### src/rtl/fsb_data_regs.svh
/*
 * Timing and encoding constants of the front side bus data phase controller.
 * Assumes the bench bus clock is slow enough that eight core clocks span one period.
 */
`ifndef FSB_DATA_REGS_SVH
`define FSB_DATA_REGS_SVH

// ==========================================================================
// Bus rates
// ==========================================================================
`define FSB_BUS_CLK_MHZ 133
`define FSB_XFER_MHZ 533
`define FSB_PUMP_BEATS 4
`define FSB_CORE_PERIOD_NS 50
`define FSB_BENCH_BCLK_NS 400
// Core cycles per bus clock, and the last phase index of one bus clock.
`define FSB_PHASES (`FSB_BENCH_BCLK_NS / `FSB_CORE_PERIOD_NS)
`define FSB_PHASE_LAST 3'h7

// ==========================================================================
// Data bus layout
// ==========================================================================
`define FSB_DATA_W 64
`define FSB_GROUPS 4
`define FSB_GROUP_W 16
`define FSB_INV_THRESHOLD 5'h08
`define FSB_BSEL_DEFAULT 2'h1

`endif

### src/rtl/fsb_data_pkg.sv
/*
 * Types of the front side bus data phase controller.
 * Assumes nothing of its surroundings.
 */
package fsb_data_pkg;

    // ======================================================================
    // Controller states
    // ======================================================================
    typedef enum logic [1:0] {
        ST_IDLE = 2'b01,
        ST_OWN = 2'b10
    } own_state_t;

endpackage

### src/rtl/fsb_tx_fifo.sv
/*
 * Small synchronous FIFO that holds outgoing bus words.
 * Assumes one clock and a synchronous active-low reset.
 */
`timescale 1ns/1ps
module fsb_tx_fifo #(
    parameter int WIDTH = 64,
    parameter int DEPTH = 4
) (
    input wire logic core_clk_in,
    input wire logic rstn_in,
    input wire logic wr_valid_in,
    output logic wr_ready_out,
    input wire logic [WIDTH-1:0] wr_data_in,
    output logic rd_valid_out,
    input wire logic rd_ready_in,
    output logic [WIDTH-1:0] rd_data_out,
    output logic full_out
);
    localparam int AW = (DEPTH > 1) ? $clog2(DEPTH) : 1;

    logic [WIDTH-1:0] mem_r [DEPTH];
    logic [AW-1:0] wr_ptr_r;
    logic [AW-1:0] rd_ptr_r;
    logic [AW:0] count_r;
    logic do_wr;
    logic do_rd;

    assign full_out = (count_r == (AW+1)'(DEPTH));
    assign wr_ready_out = !full_out;
    assign rd_valid_out = (count_r != '0);
    assign rd_data_out = mem_r[rd_ptr_r];
    assign do_wr = wr_valid_in && wr_ready_out;
    assign do_rd = rd_valid_out && rd_ready_in;

    function automatic logic [AW-1:0] ptr_inc(input logic [AW-1:0] p);
        ptr_inc = (p == AW'(DEPTH - 1)) ? '0 : p + 1'b1;
    endfunction

    always_ff @(posedge core_clk_in) begin
        if (do_wr) begin
            mem_r[wr_ptr_r] <= wr_data_in;
        end
    end

    always_ff @(posedge core_clk_in) begin
        if (!rstn_in) begin
            wr_ptr_r <= '0;
            rd_ptr_r <= '0;
            count_r <= '0;
        end else begin
            if (do_wr) begin
                wr_ptr_r <= ptr_inc(wr_ptr_r);
            end
            if (do_rd) begin
                rd_ptr_r <= ptr_inc(rd_ptr_r);
            end
            if (do_wr && !do_rd) begin
                count_r <= count_r + 1'b1;
            end else if (do_rd && !do_wr) begin
                count_r <= count_r - 1'b1;
            end
        end
    end
endmodule // fsb_tx_fifo

### src/rtl/fsb_data_host.sv
/*
 * Chipset-side data phase controller of a quad-pumped front side bus.
 * Assumes the bus clock, strobes and bus lines arrive asynchronously and that
 * eight core clocks span one bus clock; pins are resolved from the enables outside.
 */
`timescale 1ns/1ps
`include "fsb_data_regs.svh"

// Functional notes
// - All agents run one common rate: 533 MHz transfers from 133 MHz clock.
// - Data path is 64 bits, each line wired pin to pin between agents.
// - The data source asserts active-low data-ready for every valid transfer.
// - Four data values are presented per bus clock period.
// - Receiver captures on falling edges of positive then negative strobe, alternating.
// - Four 16-bit groups, lowest first; group k uses strobe pair k, inversion k.
// - Each group has exactly one active-low inversion line sent with it.
// - Asserted inversion means bits driven inverted and read as active high.
// - The driving agent holds data-bus-busy asserted while it occupies the bus.
// - Bus is free only after data-bus-busy deasserts.
// - In multi-clock transfers data-ready may drop to insert idle clocks.
// - Outputs and common-clock samples are referenced to the bus clock rising edge.
module fsb_data_host #(
    parameter int DATA_W = `FSB_DATA_W,
    parameter int FIFO_DEPTH = `FSB_PUMP_BEATS,
    parameter logic [1:0] EXPECT_BSEL = `FSB_BSEL_DEFAULT
) (
    input wire logic core_clk_in,
    input wire logic rstn_in,
    input wire logic bus_clk_in,
    input wire logic [1:0] bus_freq_select_in,
    output logic freq_mismatch_out,
    input wire logic [DATA_W-1:0] data_n_in,
    output logic [DATA_W-1:0] data_n_out,
    output logic data_n_oe_out,
    input wire logic [3:0] group_invert_n_in,
    output logic [3:0] group_invert_n_out,
    output logic group_invert_n_oe_out,
    input wire logic [3:0] data_strobe_pos_in,
    output logic [3:0] data_strobe_pos_out,
    input wire logic [3:0] data_strobe_neg_in,
    output logic [3:0] data_strobe_neg_out,
    output logic data_strobe_oe_out,
    input wire logic data_valid_n_in,
    output logic data_valid_n_out,
    output logic data_valid_n_oe_out,
    input wire logic data_bus_occupied_n_in,
    output logic data_bus_occupied_n_out,
    output logic data_bus_occupied_n_oe_out,
    input wire logic tx_valid_in,
    output logic tx_ready_out,
    input wire logic [DATA_W-1:0] tx_data_in,
    input wire logic tx_more_in,
    output logic rx_valid_out,
    output logic [DATA_W-1:0] rx_data_out
);
    localparam int GW = `FSB_GROUP_W;
    localparam int SW = 1 + 2 + DATA_W + 4 + 4 + 4 + 1 + 1;

    // ======================================================================
    // Input synchronisers
    // ======================================================================
    logic [SW-1:0] sync1_r;
    logic [SW-1:0] sync2_r;
    logic bclk_d_r;
    logic [3:0] pos_d_r;
    logic [3:0] neg_d_r;

    logic s_bclk;
    logic [1:0] s_bsel;
    logic [DATA_W-1:0] s_data_n;
    logic [3:0] s_inv_n;
    logic [3:0] s_pos;
    logic [3:0] s_neg;
    logic s_data_valid_n_n;
    logic s_data_bus_occupied_n_n;

    always_ff @(posedge core_clk_in) begin
        if (!rstn_in) begin
            sync1_r <= {1'b1, EXPECT_BSEL, {(SW-3){1'b1}}};
            sync2_r <= {1'b1, EXPECT_BSEL, {(SW-3){1'b1}}};
        end else begin
            sync1_r <= {bus_clk_in, bus_freq_select_in, data_n_in, group_invert_n_in,
                        data_strobe_pos_in, data_strobe_neg_in, data_valid_n_in, data_bus_occupied_n_in};
            sync2_r <= sync1_r;
        end
    end

    assign {s_bclk, s_bsel, s_data_n, s_inv_n, s_pos, s_neg, s_data_valid_n_n, s_data_bus_occupied_n_n} = sync2_r;

    always_ff @(posedge core_clk_in) begin
        if (!rstn_in) begin
            bclk_d_r <= 1'b1;
            pos_d_r <= 4'hf;
            neg_d_r <= 4'hf;
        end else begin
            bclk_d_r <= s_bclk;
            pos_d_r <= s_pos;
            neg_d_r <= s_neg;
        end
    end

    // ======================================================================
    // Group encoding
    // ======================================================================
    // Inverting caps the lines pulled low at eight when most bits are ones.
    function automatic logic want_invert(input logic [GW-1:0] d);
        logic [4:0] ones;
        ones = '0;
        for (int i = 0; i < GW; i++) begin
            ones = ones + 5'(d[i]);
        end
        want_invert = (ones > `FSB_INV_THRESHOLD);
    endfunction

    // Active-low pin levels turn into data; an asserted inversion flips that.
    function automatic logic [GW-1:0] group_decode(input logic [GW-1:0] pins, input logic inv_n);
        group_decode = inv_n ? ~pins : pins;
    endfunction

    // ======================================================================
    // Bus clock phase and frequency check
    // ======================================================================
    logic bclk_rise;
    logic [2:0] phase_r;
    logic freq_mismatch_r;

    assign bclk_rise = s_bclk && !bclk_d_r;

    always_ff @(posedge core_clk_in) begin
        if (!rstn_in) begin
            phase_r <= `FSB_PHASE_LAST;
        end else if (bclk_rise) begin
            phase_r <= 3'h0;
        end else if (phase_r != `FSB_PHASE_LAST) begin
            phase_r <= phase_r + 3'h1;
        end
    end

    always_ff @(posedge core_clk_in) begin
        if (!rstn_in) begin
            freq_mismatch_r <= 1'b0;
        end else begin
            freq_mismatch_r <= (s_bsel != EXPECT_BSEL);
        end
    end

    assign freq_mismatch_out = freq_mismatch_r;

    // ======================================================================
    // Transmit FIFO
    // ======================================================================
    logic fifo_valid;
    logic fifo_pop;
    logic fifo_full;
    logic [DATA_W-1:0] fifo_data;

    fsb_tx_fifo #(
        .WIDTH(DATA_W),
        .DEPTH(FIFO_DEPTH)
    ) u_tx_fifo (
        .core_clk_in(core_clk_in),
        .rstn_in(rstn_in),
        .wr_valid_in(tx_valid_in),
        .wr_ready_out(tx_ready_out),
        .wr_data_in(tx_data_in),
        .rd_valid_out(fifo_valid),
        .rd_ready_in(fifo_pop),
        .rd_data_out(fifo_data),
        .full_out(fifo_full)
    );

    // ======================================================================
    // Ownership state machine
    // ======================================================================
    fsb_data_pkg::own_state_t state_r;
    logic quad_r;
    logic bus_free;

    assign bus_free = s_data_bus_occupied_n_n && s_data_valid_n_n;

    always_ff @(posedge core_clk_in) begin
        if (!rstn_in) begin
            state_r <= fsb_data_pkg::ST_IDLE;
            quad_r <= 1'b0;
        end else if (bclk_rise) begin
            case (state_r)
                fsb_data_pkg::ST_IDLE: begin
                    if (fifo_full && bus_free) begin
                        state_r <= fsb_data_pkg::ST_OWN;
                        quad_r <= 1'b1;
                    end
                end
                fsb_data_pkg::ST_OWN: begin
                    if (fifo_full) begin
                        quad_r <= 1'b1;
                    end else if (tx_more_in) begin
                        quad_r <= 1'b0;
                    end else begin
                        state_r <= fsb_data_pkg::ST_IDLE;
                        quad_r <= 1'b0;
                    end
                end
                default: begin
                    state_r <= fsb_data_pkg::ST_IDLE;
                    quad_r <= 1'b0;
                end
            endcase
        end
    end

    // ======================================================================
    // Transmit beats
    // ======================================================================
    logic owning;
    logic sending;
    logic [DATA_W-1:0] data_n_r;
    logic [3:0] inv_n_r;
    logic [3:0] pos_r;
    logic [3:0] neg_r;
    logic data_valid_n_n_r;
    logic data_bus_occupied_n_n_r;

    assign owning = (state_r == fsb_data_pkg::ST_OWN);
    assign sending = owning && quad_r;
    // A beat leaves the FIFO on every even phase, four per bus clock.
    assign fifo_pop = sending && !phase_r[0] && fifo_valid;

    always_ff @(posedge core_clk_in) begin
        if (!rstn_in) begin
            data_n_r <= {DATA_W{1'b1}};
            inv_n_r <= 4'hf;
        end else if (fifo_pop) begin
            for (int g = 0; g < `FSB_GROUPS; g++) begin
                if (want_invert(fifo_data[g*GW +: GW])) begin
                    data_n_r[g*GW +: GW] <= fifo_data[g*GW +: GW];
                    inv_n_r[g] <= 1'b0;
                end else begin
                    data_n_r[g*GW +: GW] <= ~fifo_data[g*GW +: GW];
                    inv_n_r[g] <= 1'b1;
                end
            end
        end
    end

    // Strobes fall one cycle after the data settle and rise as the next beat loads.
    always_ff @(posedge core_clk_in) begin
        if (!rstn_in) begin
            pos_r <= 4'hf;
            neg_r <= 4'hf;
        end else begin
            pos_r <= (sending && phase_r[0] && !phase_r[1]) ? 4'h0 : 4'hf;
            neg_r <= (sending && phase_r[0] && phase_r[1]) ? 4'h0 : 4'hf;
        end
    end

    always_ff @(posedge core_clk_in) begin
        if (!rstn_in) begin
            data_valid_n_n_r <= 1'b1;
            data_bus_occupied_n_n_r <= 1'b1;
        end else begin
            data_valid_n_n_r <= !sending;
            data_bus_occupied_n_n_r <= !owning;
        end
    end

    assign data_n_out = data_n_r;
    assign group_invert_n_out = inv_n_r;
    assign data_strobe_pos_out = pos_r;
    assign data_strobe_neg_out = neg_r;
    assign data_valid_n_out = data_valid_n_n_r;
    assign data_bus_occupied_n_out = data_bus_occupied_n_n_r;
    assign data_n_oe_out = !data_bus_occupied_n_n_r;
    assign group_invert_n_oe_out = !data_bus_occupied_n_n_r;
    assign data_strobe_oe_out = !data_bus_occupied_n_n_r;
    assign data_valid_n_oe_out = !data_bus_occupied_n_n_r;
    assign data_bus_occupied_n_oe_out = !data_bus_occupied_n_n_r;

    // ======================================================================
    // Receive capture
    // ======================================================================
    logic rx_on;
    logic [3:0] grp_fall;
    logic [3:0] got_r;
    logic all_got;
    logic [DATA_W-1:0] rx_grp_r;
    logic [DATA_W-1:0] rx_data_r;
    logic rx_valid_r;
    logic [1:0] own_hist_r;

    assign rx_on = !owning && data_bus_occupied_n_n_r && (own_hist_r == 2'h0) && !s_data_valid_n_n;
    assign grp_fall = rx_on ? ((pos_d_r & ~s_pos) | (neg_d_r & ~s_neg)) : 4'h0;
    assign all_got = &got_r;

    // Own strobes echo back through the synchronisers for two cycles.
    always_ff @(posedge core_clk_in) begin
        own_hist_r <= {own_hist_r[0], !data_bus_occupied_n_n_r};
    end

    always_ff @(posedge core_clk_in) begin
        if (!rstn_in) begin
            rx_grp_r <= '0;
        end else begin
            for (int g = 0; g < `FSB_GROUPS; g++) begin
                if (grp_fall[g]) begin
                    rx_grp_r[g*GW +: GW] <= group_decode(s_data_n[g*GW +: GW], s_inv_n[g]);
                end
            end
        end
    end

    // A fall that arrives as the word completes starts the next word.
    always_ff @(posedge core_clk_in) begin
        if (!rstn_in) begin
            got_r <= 4'h0;
        end else begin
            got_r <= (got_r & ~{4{all_got}}) | grp_fall;
        end
    end

    always_ff @(posedge core_clk_in) begin
        if (!rstn_in) begin
            rx_valid_r <= 1'b0;
            rx_data_r <= '0;
        end else begin
            rx_valid_r <= all_got;
            if (all_got) begin
                rx_data_r <= rx_grp_r;
            end
        end
    end

    assign rx_valid_out = rx_valid_r;
    assign rx_data_out = rx_data_r;
endmodule // fsb_data_host

### config.mk
export PLATFORM = sky130hd
export DESIGN_NAME = fsb_data_host
export DESIGN_NICKNAME = d
export VERILOG_FILES = /design/src/rtl/fsb_data_pkg.sv /design/src/rtl/fsb_tx_fifo.sv /design/src/rtl/fsb_data_host.sv
export VERILOG_INCLUDE_DIRS = /design/src /design/src/rtl
export SDC_FILE = /design/constraint.sdc
export NUM_CORES = 1
export LEC_CHECK = 0
export BUFFER_PORTS_ARGS = -buffer_cell sky130_fd_sc_hd__buf_2
export CORE_MARGIN = 8
export CORE_UTILIZATION = 38
export DETAILED_ROUTE_END_ITERATION = 6
export GPL_ROUTABILITY_DRIVEN = 0
export PLACE_DENSITY = 0.62
export SETUP_SLACK_MARGIN = 0.05
export SLEW_MARGIN = 15
export SYNTH_ARGS = -nofsm -noshare
export SYNTH_HDL_FRONTEND = slang
export SYNTH_SLANG_ARGS = --single-unit
### constraint.sdc
create_clock -name core_clk_in -period 6.15 [get_ports core_clk_in]
set_clock_uncertainty 0.2 [all_clocks]
set_input_delay 0.615 -clock core_clk_in [delete_from_list [all_inputs] [get_ports core_clk_in]]
set_output_delay 0.615 -clock core_clk_in [all_outputs]
set_load 0.005 [all_outputs]
After elaboration in Yosys (flattened, before gate mapping)
Memory sizes are Yosys's and may differ from the RTL's. A register that Yosys moved wholly into a read port is not among the register bits.
Index checks and enable logic that the tools add are counted.

operators by class
  add/subtract/negate cells = 65
  $lt $le $gt $ge = 4
  equality and inequality tests = 10
  muxes and demuxes = 32
  bitwise gates (word level) = 16
  reduce and logical (&&, ||, !) cells = 33

operator list
  cell                                                                  count
  5-bit by 1-bit adder with 5-bit output                                44
  16-bit 2-to-1 mux                                                     8
  16-bit NOT                                                            8
  4-bit by 1-bit adder with 5-bit output                                4
  5-bit by 4-bit > comparator with 1-bit output, second input constant  4
  3-bit by 1-bit adder with 4-bit output                                4
  1-bit logical AND                                                     16
  2-bit 2-to-1 mux                                                      7
  2-bit by 1-bit adder with 3-bit output                                4
  4-bit bitwise AND                                                     3
  3-bit 2-to-1 mux                                                      4
  4-bit 2-to-1 mux                                                      3
  4-bit NOT                                                             3
  1-bit logical NOT                                                     10
  1-bit by 1-bit adder with 2-bit output                                4
  1-bit 2-to-1 mux                                                      8
  4-bit OR                                                              2
  4-bit AND reduction                                                   2
  3-bit by 1-bit adder with 3-bit output, second input constant         2
  2-bit equality test, second input constant                            3
  2-bit != test, second input constant                                  3
  2-bit by 1-bit adder with 2-bit output, second input constant         2
  2-bit one-hot mux with 2 select lines                                 1
  2-bit nonzero test                                                    2
  other kinds (9)                                                       9

word-level totals
  register bits = 398
  memory bits (writable) = 256
  input bits = 149
  output and inout bits = 150
  word-level logic and storage cells = 187
  memories = 1

memory list
  memory           depth  bits a word  rd ports  clocked after Yosys merged registers in  wr ports  RTL line           RTL
  u_tx_fifo.mem_r  4      64           1         1                                        1         fsb_tx_fifo.sv:22  logic [WIDTH-1:0] mem_r [DEPTH];

Depth between registers and ports, before layout
  word-level depth = 17
  mapped depth = 20
  depth with buffers taken out = 16

Modules after synthesis
Synthesis repeated with hierarchy kept, for this count alone.

second synthesis, totals
  cell total of the unflattened synthesis = 1919
  area total of the unflattened synthesis = 24910.1 um2

by module, submodules not included
  module         instances  cells an instance  area each (um2)  seq. area each (um2)
  fsb_data_host  1          1533               15208.3          7707.4
  fsb_tx_fifo    1          386                9701.8           7867.5

Least setup slack after synthesis
Ideal clock, no wire load.

  path kind = register to register
  from = reg (tool-made name)
  to = reg inv_n_r[1] (netlist: group_invert_n_out[1])
  setup time = 0.139 ns
  data arrival time = 5.200 ns
  data required time = 5.811 ns
  slack = 0.611 ns
  stages on the path, launching flop included = 21
  path buffers = 4
  clock period less this slack = 5.539 ns
  cell sequence = dfxtp_1 -> buf_4 -> buf_4 -> mux4_2 -> inv_1 -> fa_1 -> fa_1 -> inv_1 -> fa_1 -> inv_1 -> fa_1 -> inv_1 -> ha_1 -> inv_1 -> fa_1 -> and4bb_2 -> o31ai_4 -> and3_1 -> buf_2 -> buf_2 -> o211ai_1

RTL lines
  item                           RTL line              RTL
  end signal, assigned           fsb_data_host.sv:231  inv_n_r <= 4'hf;
  end signal, assigned by index  fsb_data_host.sv:236  inv_n_r[g] <= 1'b0;
  end signal, assigned by index  fsb_data_host.sv:239  inv_n_r[g] <= 1'b1;
  end, declared                  fsb_data_host.sv:217  logic [3:0] inv_n_r;

==> flow_summary_export.csv <==
group,metric,value,unit
hold_path,min-delay-start,"tx_data_in[6]",
die,die_area,0.0753,mm^2
clocking,clockBufferDepth,3,
hold_path,min_path_cells,1,
detailed_routing,viasPerCell,4.91,
critical_path,rrSetupSlack,420,ps
detailed_routing,wl_per_cell,18.1,um
yosys,synth_xor_xnor_area_share,0.0231,
timing,final_hold_viol_count,0,
yosys,yosys_warnings,0,
timing,layout_min_cycle_time,5730,ps
timing,layout_worst_path_cycle_share,0.932,
clocking,cts_max_level,3,
detailed_routing,drt_wl_total,60100,um
timing,rsz0062_at_grt,"false",
critical_path,r2r_cells,18,
yosys,synth-seq-cells,650,
yosys,yosysMostFrequentCell,"dfxtp_1",
detailed_routing,remaining_drc_errors,0,
place,dp_hpwl,38500,um
critical_path,reg2reg_to,"data_n_out[2]$_SDFFE_PN1P_",
hold_path,hold_class,"input port to flip-flop",
critical_path,crit_arrival,6040,ps
yosys,synthArstFlopShare,0,
detailed_routing,dr.pass1.iters,7,
timing,fin_tns_setup,0,ps
clocking,insertion_delay,610,ps
timing,worstMarginPinSlew,1150,ps
clocking,cts_inserted_buffers,72,
place,port_buffers,298,
timing,slew_viol_final,0,
power,power_density,407,mW/mm^2
global_routing,grt_max_degree,100,
yosys,synth_cell_type_count,48,
critical_path,critical_path_class,"flip-flop to flip-flop",
timing,fmax,174,MHz
yosys,synth-seq-area-share,0.614,
die,rows,94,
timing,maxSlewHeadroom,0.233,
cells_and_area,drive_gt1_frac,0.247,
yosys,synthesis.nets,2219,
die,ioPinCount,299,
yosys,synth_compound_area_frac,0.0950,
cells_and_area,final_nets,2617,
global_routing,grt_usage,0.157,
yosys,synthTopCellsByArea,"dfxtp_1 31%, edfxtp_1 30%, mux4_2 5.7%",
yosys,synth_top_family_by_area,"simple AND/OR/NAND/NOR gates",
yosys,syn_area_per_cell,12.7,um^2
status,status,"complete, no violations",
detailed_routing,ant_nets,0,
cells_and_area,ff_latch_area,0.0156,mm^2
detailed_routing,drt_iter0_markers,1035,
clocking,clk_pin_slew,60,ps
global_routing,grt_pass1_wl,94200,um
die,die_x,274,um
timing,setup_ws,416,ps
global_routing,grt_pass1_vias,16837,
critical_path,endpoint_kind,"flip-flop",
yosys,synth_top_area_cell,"dfxtp_1",
run,maxCapViolCount,0,
place,dp_slack,189,ps
critical_path,start_kind,"flip-flop",
yosys,syn_area,0.0254,mm^2
power,ir_drop,321,uV
critical_path,required,6460,ps
timing,setup_viol,0,
yosys,synth_edf_count,256,
detailed_routing,vias,16327,
global_routing,grt_overflow,0,
critical_path,cp_max_fo,16,
die,coreArea,0.0660,mm^2
yosys,synth_common_cells,"394 x dfxtp_1, 256 x edfxtp_1, 194 x nor2_1",
clocking,cts_root_buffer,"clkbuf_16",
yosys,muxShareOfSynthArea,0.0603,
yosys,synthSimpleGateAreaFrac,0.114,
power,leakagePower,11.6,nW
cells_and_area,multi_input_area,0.00864,mm^2
cells_and_area,area_growth,23.6,%
yosys,synthCells,1999,
hold_path,min_to,"u_tx_fifo.mem_r[0][6]$_DFFE_PP_",
clocking,cts_tree,"done",
die,die_height,274,um
yosys,netlist.area_leader.share,0.311,
global_routing,antenna_found_initial,10,
die,initial_core_util,0.385,
yosys,synthAdderAreaFrac,0.0471,
clocking,clock-sinks,650,
cells_and_area,fillers,5797,
cells_and_area,final_core_util,0.475,
yosys,synth_flop_cell,"dfxtp_1",
==> state kept, by name (all words and copies together), names as in the netlist, 2 cells and up, named ones only <==
register / cells
u_tx_fifo.mem_r: 256
sync1_r: 81
sync2_r: 81
data_n_out: 64
rx_data_out: 64
rx_grp_r: 64
got_r: 4
group_invert_n_out: 4
neg_d_r: 4
pos_d_r: 4
phase_r: 3
u_tx_fifo.count_r: 3
own_hist_r: 2
state_r: 2
u_tx_fifo.rd_ptr_r: 2
u_tx_fifo.wr_ptr_r: 2
==> worst max path at each step <==
stage                     slack [ps]  depth (start not counted)                            endpoint      start
after global placement           360                         18         data_n_out[10]$_SDFFE_PN1P_  flip-flop
after detailed placement         190                         18          data_n_out[2]$_SDFFE_PN1P_  flip-flop
after CTS                        160                         18          data_n_out[2]$_SDFFE_PN1P_  flip-flop
after floorplan                  610                         20  group_invert_n_out[1]$_SDFFE_PN1P_  flip-flop
after global routing             150                         18          data_n_out[2]$_SDFFE_PN1P_  flip-flop
final                            420                         18          data_n_out[2]$_SDFFE_PN1P_  flip-flop
==> metal layers <==
metal	global-route usage	wire length, um
met4	0.0488	1450
met1	0.192	24700
met5	0	27
met2	0.265	29300
met3	0.0477	4590
==> repair_timing <==
action	in CTS	in global routing
buffers inserted	0	3
hold endpoints to repair	273	0
hold buffers	125	0
setup endpoints to repair	0	11
gates resized for setup	0	0
==> through the flow <==
stage               hold WS, ps  power, mW  area (um^2)  instances
global route               10.4       13.4        31400       3325
detailed placement          144       8.39        27600       3059
finish                     49.1       12.8        31400       3328
floorplan                   132       7.25        25400       1999
CTS                        1.40       12.9        31300       3316
global placement            141       8.18        27600       3059
==> logic make-up (layout without fill, tap and decap cells) <==
family / Yosys count / in the layout
buffers and inverters: 264 / 720
adder cells (fa/ha/maj): 71 / 71
flip-flops: 650 / 650
other: 0 / 9
AO/OA/AOI/OAI: 294 / 294
XOR/XNOR: 67 / 67
AND/OR/NAND/NOR: 580 / 580
multiplexers: 73 / 73
==> cells in the final DEF (no fill, tap or decap), types with 64 or more instances in the layout <==
master | synthesis | final
clkbuf_16 | 0 | 76
a211oi_1 | 76 | 76
edfxtp_1 | 256 | 256
inv_1 | 122 | 122
dlygate4sd3_1 | 0 | 125
dfxtp_1 | 394 | 392
nand2_1 | 140 | 140
buf_2 | 26 | 297
nand2b_1 | 179 | 179
xnor2_1 | 64 | 64
nor2_1 | 194 | 194
mux4_2 | 64 | 64
a21oi_1 | 79 | 79
==> critical path, cell delays in order, from the launching register on <==
cell	delay [ps]
dfxtp_4	370
buf_12	180
mux4_2	530
inv_1	120
fa_1	450
fa_1	510
inv_1	50
fa_1	520
inv_1	50
fa_1	420
inv_1	70
ha_1	160
inv_1	60
fa_1	580
nor4b_1	280
nand2_1	290
and3_1	350
buf_12	190
a211oi_1	230
==> layout make-up <==
type,instances,area share
Clock inverter,29,0.0114
Inverter,123,0.0149
Clock buffer,103,0.0667
Antenna cell,9,0.000718
Sequential cell,650,0.497
Tap cell,864,0.0345
Timing Repair Buffer,465,0.0997
Multi-Input combinational cell,1085,0.275
==> power by group <==
group	leakage [nW]	internal [mW]	switching (mW)
clock network	1.19	2.64	1.73
registers	5.57	4.69	0.0657
logic	4.83	1.37	2.26
No activity file was read; power rests on OpenSTA's default activity.
